### src/hdl/eisa_grant_consts.svh
// constants for the slot-master grant block
// assumes a single 20 MHz clock that stands for the expansion-bus clock
//
// Notes on behaviour
// - four-slot mode: the four acknowledge pins are individual per-slot grant lines
// - more than four slots: acknowledge pins carry an encoded grant number
// - grant is asserted on a rising clock edge; master drives on next fall
// - grant holds until the rising edge where the request is seen negated
// - another pending requester preempts the owner while it still requests
// - with others waiting, a new grant still stands at least one clock
// - all acknowledge outputs are negated during and on leaving reset
// - encoded grants share the timing of individual grants
// - mode-select bits 1 and 0 pick individual or encoded format
`ifndef EISA_GRANT_CONSTS_SVH
`define EISA_GRANT_CONSTS_SVH

// clock
`define CLOCK_PERIOD_NS     50

// timing figures in their own units
`define MIN_HOLD_BCLK       1
`define RELEASE_MAX_US      8

// derived cycle counts, longest time rounded down
`define MIN_HOLD_CYCLES     (`MIN_HOLD_BCLK)
`define RELEASE_MAX_CYCLES  ((`RELEASE_MAX_US * 1000) / `CLOCK_PERIOD_NS)

// request masks per mode-select value
`define SLOT_MASK_MODE0     8'h0F
`define SLOT_MASK_MODE1     8'h1F
`define SLOT_MASK_MODE2     8'h7F
`define SLOT_MASK_MODE3     8'hFF

// reset and idle values
`define ACK_IDLE            4'hF
`define PCI_INTERRUPT_REQUEST_IN_IDLE           4'hF
`define MREQ_IDLE           8'hFF

`endif

### src/hdl/eisa_grant_pkg.sv
// types shared by the slot-master grant block
// assumes the constants header is compiled alongside
package eisa_grant_pkg;

    // grant state, gray coded along idle -> granted -> releasing
    typedef enum logic [1:0] {
        ST_IDLE    = 2'b00,
        ST_GRANTED = 2'b01,
        ST_RELEASE = 2'b11
    } grant_state_t;

    // acknowledge format chosen by mode select
    typedef enum logic [1:0] {
        MODE_FOUR_SLOTS  = 2'b00,
        MODE_FIVE_SLOTS  = 2'b01,
        MODE_SEVEN_SLOTS = 2'b10,
        MODE_EIGHT_SLOTS = 2'b11
    } slot_mode_t;

    // who owns the bus, as seen by neighbouring logic
    typedef struct packed {
        logic       active;
        logic       releasing;
        logic [2:0] slot;
    } grant_status_t;

endpackage

### src/hdl/eisa_master_grant_interface.sv
// grant side of the slot bus-master handshake
// assumes request pins come from outside the clock domain and are
// synchronised here; mode select and other requests come from same-clock logic
`timescale 1ns/10ps
`include "eisa_grant_consts.svh"
`default_nettype none

module eisa_master_grant_interface (
    // clock and reset
    input  wire logic                          i_clock,
    input  wire logic                          i_rst,
    // configuration
    input  wire eisa_grant_pkg::slot_mode_t    i_mode_select,
    // master request pins, active low
    input  wire logic [7:0]                    i_mreq_n,
    // other bus requesters: refresh, dma, isa masters
    input  wire logic                          i_refresh_req,
    input  wire logic                          i_other_req,
    // acknowledge pins: individual or encoded
    output logic [3:0]                         o_ack_n,
    // shared pins handed to the interrupt logic, active low
    output logic [3:0]                         o_pci_interrupt_request_in_n,
    // status
    output eisa_grant_pkg::grant_status_t      o_grant_status,
    output logic                               o_release_overrun
);
    import eisa_grant_pkg::*;

    ////////////////////////////////////////////////////////////////////////////
    // pin synchronisers

    logic [7:0]    mreq_meta_reg;
    logic [7:0]    mreq_sync_reg;

    // first stage feeds only the second stage
    always_ff @(posedge i_clock) begin
        if (i_rst) begin
            mreq_meta_reg <= `MREQ_IDLE;
            mreq_sync_reg <= `MREQ_IDLE;
        end else begin
            mreq_meta_reg <= i_mreq_n;
            mreq_sync_reg <= mreq_meta_reg;
        end
    end

    ////////////////////////////////////////////////////////////////////////////
    // pin sharing by mode

    logic [7:0]    slot_mask;
    logic [7:0]    req_vec;
    logic          encoded_mode;

    // mode select is same-clock logic, so it feeds the mask without a synchroniser
    // upper pins become requests as the slot count grows
    always_comb begin
        case (i_mode_select)
            MODE_FOUR_SLOTS:  slot_mask = `SLOT_MASK_MODE0;
            MODE_FIVE_SLOTS:  slot_mask = `SLOT_MASK_MODE1;
            MODE_SEVEN_SLOTS: slot_mask = `SLOT_MASK_MODE2;
            MODE_EIGHT_SLOTS: slot_mask = `SLOT_MASK_MODE3;
            default:          slot_mask = `SLOT_MASK_MODE0;
        endcase
    end

    assign req_vec      = ~mreq_sync_reg & slot_mask;
    assign encoded_mode = (i_mode_select != MODE_FOUR_SLOTS);

    logic [3:0]    pci_interrupt_request_in_next;
    logic [3:0]    pci_interrupt_request_in_reg;

    // interrupt k sits on pin 7-k; pins taken as requests read negated
    always_comb begin
        for (int k = 0; k < 4; k++) begin
            pci_interrupt_request_in_next[k] = slot_mask[7 - k] | mreq_sync_reg[7 - k];
        end
    end

    always_ff @(posedge i_clock) begin
        if (i_rst) begin
            pci_interrupt_request_in_reg <= `PCI_INTERRUPT_REQUEST_IN_IDLE;
        end else begin
            pci_interrupt_request_in_reg <= pci_interrupt_request_in_next;
        end
    end

    assign o_pci_interrupt_request_in_n = pci_interrupt_request_in_reg;

    ////////////////////////////////////////////////////////////////////////////
    // round-robin pick among slot requests

    // scans from the slot after the last owner so no slot starves
    function automatic logic [2:0] pick_next(input logic [7:0] req,
                                             input logic [2:0] last);
        logic [2:0] idx;
        logic       found;
        pick_next = last;
        found     = 1'b0;
        for (int i = 1; i <= 8; i++) begin
            idx = 3'(int'(last) + i);
            if (req[idx] && !found) begin
                pick_next = idx;
                found     = 1'b1;
            end
        end
    endfunction

    ////////////////////////////////////////////////////////////////////////////
    // grant state machine

    grant_state_t  state_reg;
    grant_state_t  state_next;
    logic [2:0]    slot_reg;
    logic [2:0]    slot_next;
    logic [7:0]    cnt_reg;
    logic [7:0]    cnt_next;
    logic          overrun_reg;
    logic          overrun_next;
    logic          owner_req;
    logic          others_waiting;
    logic [7:0]    owner_onehot;

    // owner and competitor views of the synchronised requests
    assign owner_onehot   = 8'h01 << slot_reg;
    assign owner_req      = |(req_vec & owner_onehot);
    assign others_waiting = i_refresh_req | i_other_req | |(req_vec & ~owner_onehot);

    // counter measures grant age, then time spent waiting for release
    always_comb begin
        state_next   = state_reg;
        slot_next    = slot_reg;
        // saturating, so a stuck owner cannot wrap the release timer
        cnt_next     = (cnt_reg == 8'hFF) ? cnt_reg : cnt_reg + 8'h01;
        overrun_next = overrun_reg;
        case (state_reg)
            ST_IDLE: begin
                cnt_next     = 8'h00;
                overrun_next = 1'b0;
                // other requesters own the bus first; grant only when clear
                if ((|req_vec) && !i_refresh_req && !i_other_req) begin
                    state_next = ST_GRANTED;
                    slot_next  = pick_next(req_vec, slot_reg);
                end
            end
            ST_GRANTED: begin
                // the grant was registered an edge ago, so it has stood a clock
                if (!owner_req) begin
                    state_next = ST_IDLE;
                end else if (others_waiting &&
                             (cnt_reg >= 8'(`MIN_HOLD_CYCLES - 1))) begin
                    state_next = ST_RELEASE;
                    cnt_next   = 8'h00;
                end
            end
            ST_RELEASE: begin
                // the master finishes its last cycle before letting go
                if (!owner_req) begin
                    state_next = ST_IDLE;
                end else if (cnt_reg >= 8'(`RELEASE_MAX_CYCLES - 1)) begin
                    overrun_next = 1'b1;
                    // only reported: the bus is not handed on until release
                end
            end
            default: begin
                state_next = ST_IDLE;
            end
        endcase
    end

    always_ff @(posedge i_clock) begin
        if (i_rst) begin
            state_reg   <= ST_IDLE;
            slot_reg    <= 3'h7;
            cnt_reg     <= 8'h00;
            overrun_reg <= 1'b0;
        end else begin
            state_reg   <= state_next;
            slot_reg    <= slot_next;
            cnt_reg     <= cnt_next;
            overrun_reg <= overrun_next;
        end
    end

    ////////////////////////////////////////////////////////////////////////////
    // acknowledge outputs, registered from the next state

    logic [3:0]     ack_next;
    logic [3:0]     ack_reg;
    grant_status_t  status_next;
    grant_status_t  status_reg;

    // a mode change while granted reformats the ack; an owner whose slot leaves the new mask loses the grant
    // both formats come from the same state, so timing is shared
    always_comb begin
        ack_next = `ACK_IDLE;
        if (state_next == ST_GRANTED) begin
            if (encoded_mode) begin
                ack_next = {1'b0, slot_next};
            end else begin
                ack_next = ~(4'h1 << slot_next[1:0]);
            end
        end
        status_next.active    = (state_next != ST_IDLE);
        status_next.releasing = (state_next == ST_RELEASE);
        status_next.slot      = slot_next;
    end

    always_ff @(posedge i_clock) begin
        if (i_rst) begin
            ack_reg    <= `ACK_IDLE;
            status_reg <= '0;
        end else begin
            ack_reg    <= ack_next;
            status_reg <= status_next;
        end
    end

    // masters sample on the falling edge, half a cycle after these settle
    assign o_ack_n           = ack_reg;
    assign o_grant_status    = status_reg;
    assign o_release_overrun = overrun_reg;

endmodule

`default_nettype wire

### config.mk
export PLATFORM = sky130hd
export DESIGN_NAME = eisa_master_grant_interface
export DESIGN_NICKNAME = d
export VERILOG_FILES = /design/src/hdl/eisa_grant_pkg.sv /design/src/hdl/eisa_master_grant_interface.sv
export VERILOG_INCLUDE_DIRS = /design/src /design/src/hdl
export SDC_FILE = /design/constraint.sdc
export NUM_CORES = 1
export LEC_CHECK = 0
export BUFFER_PORTS_ARGS = -buffer_cell sky130_fd_sc_hd__buf_2
export CORE_MARGIN = 10
export CORE_UTILIZATION = 63
export CTS_CLUSTER_SIZE = 25
export DETAILED_ROUTE_END_ITERATION = 6
export PLACE_DENSITY = 0.85
export SKIP_LAST_GASP = 1
export SYNTH_ARGS = -nofsm -noshare
export SYNTH_HDL_FRONTEND = slang
export SYNTH_SLANG_ARGS = --single-unit
### constraint.sdc
create_clock -name i_clock -period 10.1 [get_ports i_clock]
set_input_delay 1.515 -clock i_clock [delete_from_list [all_inputs] [get_ports i_clock]]
set_output_delay 1.515 -clock i_clock [all_outputs]
set_load 0.05 [all_outputs]
Word level (Yosys, flattened, before mapping):

Cells that the tools add are included.

* memory bits (writable): 0
* bits in latches: 0
* output and inout bits: 14
* bits of input ports: 14
* logic and storage cells: 145
* memories: 0
* bits in registers: 43
* memory bits (read-only): 0

* shift-type cells: 2
* add/subtract/negate cells: 9
* divide/modulo/power cells: 0
* multiply operators: 0
* reduce and logical (&&, ||, !) cells: 29
* equal/unequal tests: 10
* bitwise logic cells: 13
* muxes and demuxes: 61
* magnitude comparators: 10

Operator list (count)
* < comparator 3 x 4 -> 1 bit, second input constant: 8
* case mux 8 bit (4 select lines): 1
* two-way mux 1 bit: 31
* two-way mux 3 bit: 10
* AND 8 bit: 3
* binary-select mux 1 bit (select 3 bit): 8
* two-way mux 8 bit: 3
* OR reduction 8 bit: 3
* NOT 8 bit: 2
* case mux 8 bit (2 select lines): 1
* adder 3 bit, second input constant: 4
* logical AND 1 bit: 10
* logical NOT 1 bit: 9
* adder 8 x 1 -> 8 bit, second input constant: 1
* equality test 2 bit, second input constant: 4
* equality test 8 bit, second input constant: 1
* >= comparator 8 x 1 -> 1 bit, second input constant: 1
* >= comparator 8 bit, second input constant: 1
* two-way mux 2 bit: 4
* left shift 1 x 3 -> 8 bit, first input constant: 1
* adder 3 x 1 -> 3 bit, second input constant: 2
* adder 3 x 2 -> 3 bit, second input constant: 2
* equality test 2 x 1 -> 1 bit, second input constant: 3
* OR 1 bit: 6
* 11 further kinds: 15

Depth between registers and ports, before layout:

* depth after elaboration: 46
* mapped depth: 14
* gate-level depth less buffers: 11

Worst setup path before layout:

OpenSTA, ideal clock, no wires.

* kind: input to register
* start: in i_mode_select[0]
* end: reg ack_reg[3], in the netlist o_ack_n[3]
* arrival: 3936 ps
* stages: 10
* library setup time: 114 ps
* path buffers: 1
* required time: 9986 ps
* slack: 6050 ps
* path through: buf_6 and4b_4 or2_4 mux4_2 a2111oi_4 a41o_2 a31oi_4 xnor2_2 a21oi_2 a21bo_1

* longest elaborated chain between the ends: 46
* elaborated cells on any way between the ends: 88
* classes of those cells: eq/ne: 4; shift: 1; mux: 54; bitwise: 6; reduce/logical: 23

Ends and longest elaborated chain
* from (decl): RTL line eisa_master_grant_interface.sv:13 `input wire eisa_grant_pkg::slot_mode_t i_mode_select,`
* equality test 2 bit, or another cell as far along: RTL line eisa_master_grant_interface.sv:56 `case (i_mode_select)`
* case mux 8 bit (4 select lines): RTL line eisa_master_grant_interface.sv:56
* AND 8 bit: RTL line eisa_master_grant_interface.sv:65 `assign req_vec = ~mreq_sync_reg & slot_mask;`
* binary-select mux 1 bit (select 3 bit): RTL line eisa_master_grant_interface.sv:100 `if (req[idx] && !found) begin`
* two-way mux 1 bit (implied by the code): RTL line eisa_master_grant_interface.sv:100
* two-way mux 1 bit: RTL line eisa_master_grant_interface.sv:100
* two-way mux 1 bit: RTL line eisa_master_grant_interface.sv:139 `if ((|req_vec) && !i_refresh_req && !i_other_req) begin`
* two-way mux 1 bit: RTL line eisa_master_grant_interface.sv:134 `case (state_reg)`
* [... 30 more ...]
* logical NOT 1 bit: RTL line eisa_master_grant_interface.sv:100
* logical AND 1 bit: RTL line eisa_master_grant_interface.sv:100
* two-way mux 3 bit: RTL line eisa_master_grant_interface.sv:100
* two-way mux 3 bit: RTL line eisa_master_grant_interface.sv:139
* two-way mux 3 bit: RTL line eisa_master_grant_interface.sv:134
* left shift 1 x 2 -> 4 bit: RTL line eisa_master_grant_interface.sv:199 `ack_next = ~(4'h1 << slot_next[1:0]);`
* NOT 4 bit: RTL line eisa_master_grant_interface.sv:199
* two-way mux 4 bit: RTL line eisa_master_grant_interface.sv:196 `if (encoded_mode) begin`
* to (signal assigned): RTL line eisa_master_grant_interface.sv:209 `` ack_reg <= `ACK_IDLE; ``
* to (signal assigned): RTL line eisa_master_grant_interface.sv:212 `ack_reg <= ack_next;`
* to (decl): RTL line eisa_master_grant_interface.sv:187 `logic [3:0] ack_reg;`

Parallel ways exist; a longest one is shown, timed or not. The select of a mux whose other input is x is not followed.
A chain may end at the register's enable or synchronous reset.

Worst setup path in the final report:

* start: reg slot_reg[2]
* end: reg ack_reg[3], in the netlist o_ack_n[3]

* longest elaborated chain between the ends: 44
* elaborated cells on any way between the ends: 87
* classes of those cells: add/sub: 8; eq/ne: 1; shift: 2; mux: 52; bitwise: 6; reduce/logical: 18

Ends and longest elaborated chain
* from (decl): RTL line eisa_master_grant_interface.sv:112 `logic [2:0] slot_reg;`
* from (signal assigned): RTL line eisa_master_grant_interface.sv:177 `slot_reg <= slot_next;`
* adder 3 x 1 -> 3 bit: RTL line eisa_master_grant_interface.sv:99 `idx = 3'(int'(last) + i);`
* binary-select mux 1 bit (select 3 bit): RTL line eisa_master_grant_interface.sv:100
* two-way mux 1 bit (implied by the code): RTL line eisa_master_grant_interface.sv:100
* two-way mux 1 bit: RTL line eisa_master_grant_interface.sv:100
* two-way mux 1 bit: RTL line eisa_master_grant_interface.sv:139
* two-way mux 1 bit: RTL line eisa_master_grant_interface.sv:134
* logical NOT 1 bit: RTL line eisa_master_grant_interface.sv:100
* logical AND 1 bit: RTL line eisa_master_grant_interface.sv:100
* [... 28 more ...]
* logical NOT 1 bit: RTL line eisa_master_grant_interface.sv:100
* logical AND 1 bit: RTL line eisa_master_grant_interface.sv:100
* two-way mux 3 bit: RTL line eisa_master_grant_interface.sv:100
* two-way mux 3 bit: RTL line eisa_master_grant_interface.sv:139
* two-way mux 3 bit: RTL line eisa_master_grant_interface.sv:134
* left shift 1 x 2 -> 4 bit: RTL line eisa_master_grant_interface.sv:199
* NOT 4 bit: RTL line eisa_master_grant_interface.sv:199
* two-way mux 4 bit: RTL line eisa_master_grant_interface.sv:196

Parallel ways exist; a longest one is shown, timed or not. The select of a mux whose other input is x is not followed.

==> run summary <==
FP Rows: 23
x dimension of the die: 83.8 um
top post-synthesis cells by area: dfxtp_1 34%, or2_2 4.6%, nor2_1 3.9%
per-cell routed wire length: 16.2 um
number of endpoints failing setup at the final stage: 0
setup repair after global routing missed its margin: no
critical path required time: 10.30 ns
buffer levels on the longest clock path: 2
Avg Synthesized Cell Area: 8.73 sq um
Final Skew: 0.0113 ns
path depth of the worst reg2reg path: 10
die outline area: 7030 sq um
fill cell instance count of the final layout: 334
fraction of registers with async set or reset after synthesis: 0%
headroom to the max-slew limit: 36.6%
CTS Hold Buffers Added: 0
via count of the first global-routing pass: 2125
number of port buffers: 27
number of nets in the finished design: 333
placed wire-length estimate: 4.30 mm
count of inserted antenna diode cells: 0
final hold viol count: 0
global-route usage over all layers: 16.6%
maximum number of pins on one net before global-route repair: 33
cell count of the worst hold path: 1
worst min-delay path class: flip-flop to flip-flop
register bit total from synthesis: 43
Post CTS Setup Buffer Count: 0
number of cells upsized or downsized after cts: 0
Mapped Nets: 316
Static Leak: 0.00109 uW
peak supply drop: 0.102 mV
final setup slack of the worst path: 5.79 ns
area growth from synthesis to final layout: 7.55%
Die Y: 83.8 um
min cycle time layout: 4.31 ns
final cell count without fillers: 362
average via count per standard cell: 6.14
total placed cells including tap cells: 354
Top-Level Pins: 28
residual overflow from global routing: 0
area share of the leading cell type in the synthesized netlist: 33.5%
library cell occupying the most area in the post-synthesis netlist: dfxtp_1
Worst-Margin Slew: 0.950 ns
area of the placeable core: 3970 sq um
element type at the critical path end: flip-flop
worst setup slack before clock tree synthesis: 5.70 ns
clock insertion delay at the later pin of the skew report: 0.30 ns
gate count after technology mapping: 294
effective utilization at floorplan: 64.7%
remaining routing DRC violations: 0
register clock-pin slew on the reported worst setup and hold paths: 0.08 ns
Post-synth EDFFs: 0
Total Wirelength: 5.86 mm
fraction of layout instances using a drive strength above 1: 21.5%
first-pass GRT wire length: 9.97 mm
clock tree from TritonCTS: done
startpoint kind of the worst setup timing path: flip-flop
final period utilization: 42.7%
unique cell type count in the Yosys netlist: 66
most frequently used cell type in the post-synthesis netlist: dfxtp_1
count of maximum capacitance violations: 0
power consumption: 429 uW
Commonest cells post-synth: 43 x dfxtp_1, 27 x nor2_1, 19 x or2_2
summed negative setup slack over all endpoints: 0 ns
sequential element share of the synthesized area: 33.5%
maximum operating frequency: 0.232 GHz
power density cells: 155 nW/um^2
number of buffers created by CTS: 5
WP data arrival: 4.51 ns
warnings from Yosys: 0
initial drt markers: 233
number of H-tree branching levels: 2
Post-Synthesis Cell Area: 2570 sq um
initial antenna violation count: 0
Pre-antenna DRT Iters: 4
DRT antenna net count: 0
root buffer cell: clkbuf_8
final estimated routing congestion in global placement: 0.987
critical path class: flip-flop to flip-flop
Critical Path Fanout Max: 25
number of clock sinks seen by CTS: 43
count of pins over their slew limit: 0
result of the run: complete, no violations
total number of vias: 2223
most used flip-flop cell after synthesis: dfxtp_1
[worst max-delay path, stage by stage (launching register included)]
cell       delay [ns]
dfxtp_1          0.95
clkinv_1         0.51
ha_1             0.53
a2111oi_1        0.53
nor3_1           0.22
a2111oi_4        0.47
a41o_2           0.36
a31oi_4          0.05
xnor2_2          0.18
a21oi_2          0.19
a21bo_1          0.20
[report_power, final]
group	switching, uW	internal (uW)
Clock	56.3	48.3
Sequential	11.3	177
Combinational	83.9	52.3
[stage by stage]
stage	cell area, sq um	util [%]	hold slack [ns]
6_report	2760	69.5	0.404
5_1_grt	2760	69.5	0.416
3_3_place_gp	2680	67.4	0.391
2_1_floorplan	2570	-	0.389
3_5_place_dp	2680	67.4	0.392
4_1_cts	2760	69.5	0.404
[area by class of cell]
class                      count  area, sq um  share of cell area [%]
sequential                    43          861                    31.2
timing repair buffer          27          135                    4.89
clock buffer                   6         72.6                    2.63
tap                           50         62.6                    2.27
multi-input combinational    222         1570                    57.0
inverter                      12         45.0                    1.63
clock inverter                 2         12.5                   0.453
[metal layers]
| layer | vias to the layer above | track usage, % | part of all wire, % |
|---|---|---|---|
| met5 | - | 0 | 0 |
| met4 | 0 | 7.76 | 2.2 |
| met3 | 15 | 4.20 | 5.9 |
| met2 | 69 | 26.1 | 48 |
| met1 | 1035 | 20.6 | 44 |
| li1 | 1104 | - | - |
[logic make-up after synthesis]
logic type | Yosys count | share of synthesized area [%]
DFF | 43 | 33.5
buffers and inverters | 29 | 5.21
and+or+nand+nor | 123 | 26.8
AOI/OAI and AO/OA | 71 | 20.7
muxes | 12 | 6.82
xor gates and xnor gates | 8 | 3.02
adders and majority gates | 8 | 3.90
[worst paths after layout]
kind                                                  start                          end  slack (ns)
worst max-delay path                 slot_reg[2]$_SDFF_PP1_        o_ack_n[3]$_SDFF_PP1_        5.79
worst min-delay path            mreq_meta_reg[0]$_SDFF_PP1_  mreq_sync_reg[0]$_SDFF_PP1_        0.40
worst max register to register       slot_reg[2]$_SDFF_PP1_        o_ack_n[3]$_SDFF_PP1_        5.79
worst min register to register  mreq_meta_reg[0]$_SDFF_PP1_  mreq_sync_reg[0]$_SDFF_PP1_        0.40
[cell usage in the layout, fill, tap and decap left out, drive strengths merged, types with 7 or more instances in the layout]
| master | instances |
|---|---|
| ha | 8 |
| or2 | 20 |
| a21oi | 17 |
| buf | 27 |
| nand2 | 16 |
| nand4 | 7 |
| o21ai | 9 |
| inv | 10 |
| nor2 | 27 |
| mux2i | 7 |
| nand3 | 8 |
| dfxtp | 43 |
| nand2b | 9 |
(Power assumes the default switching activity.)
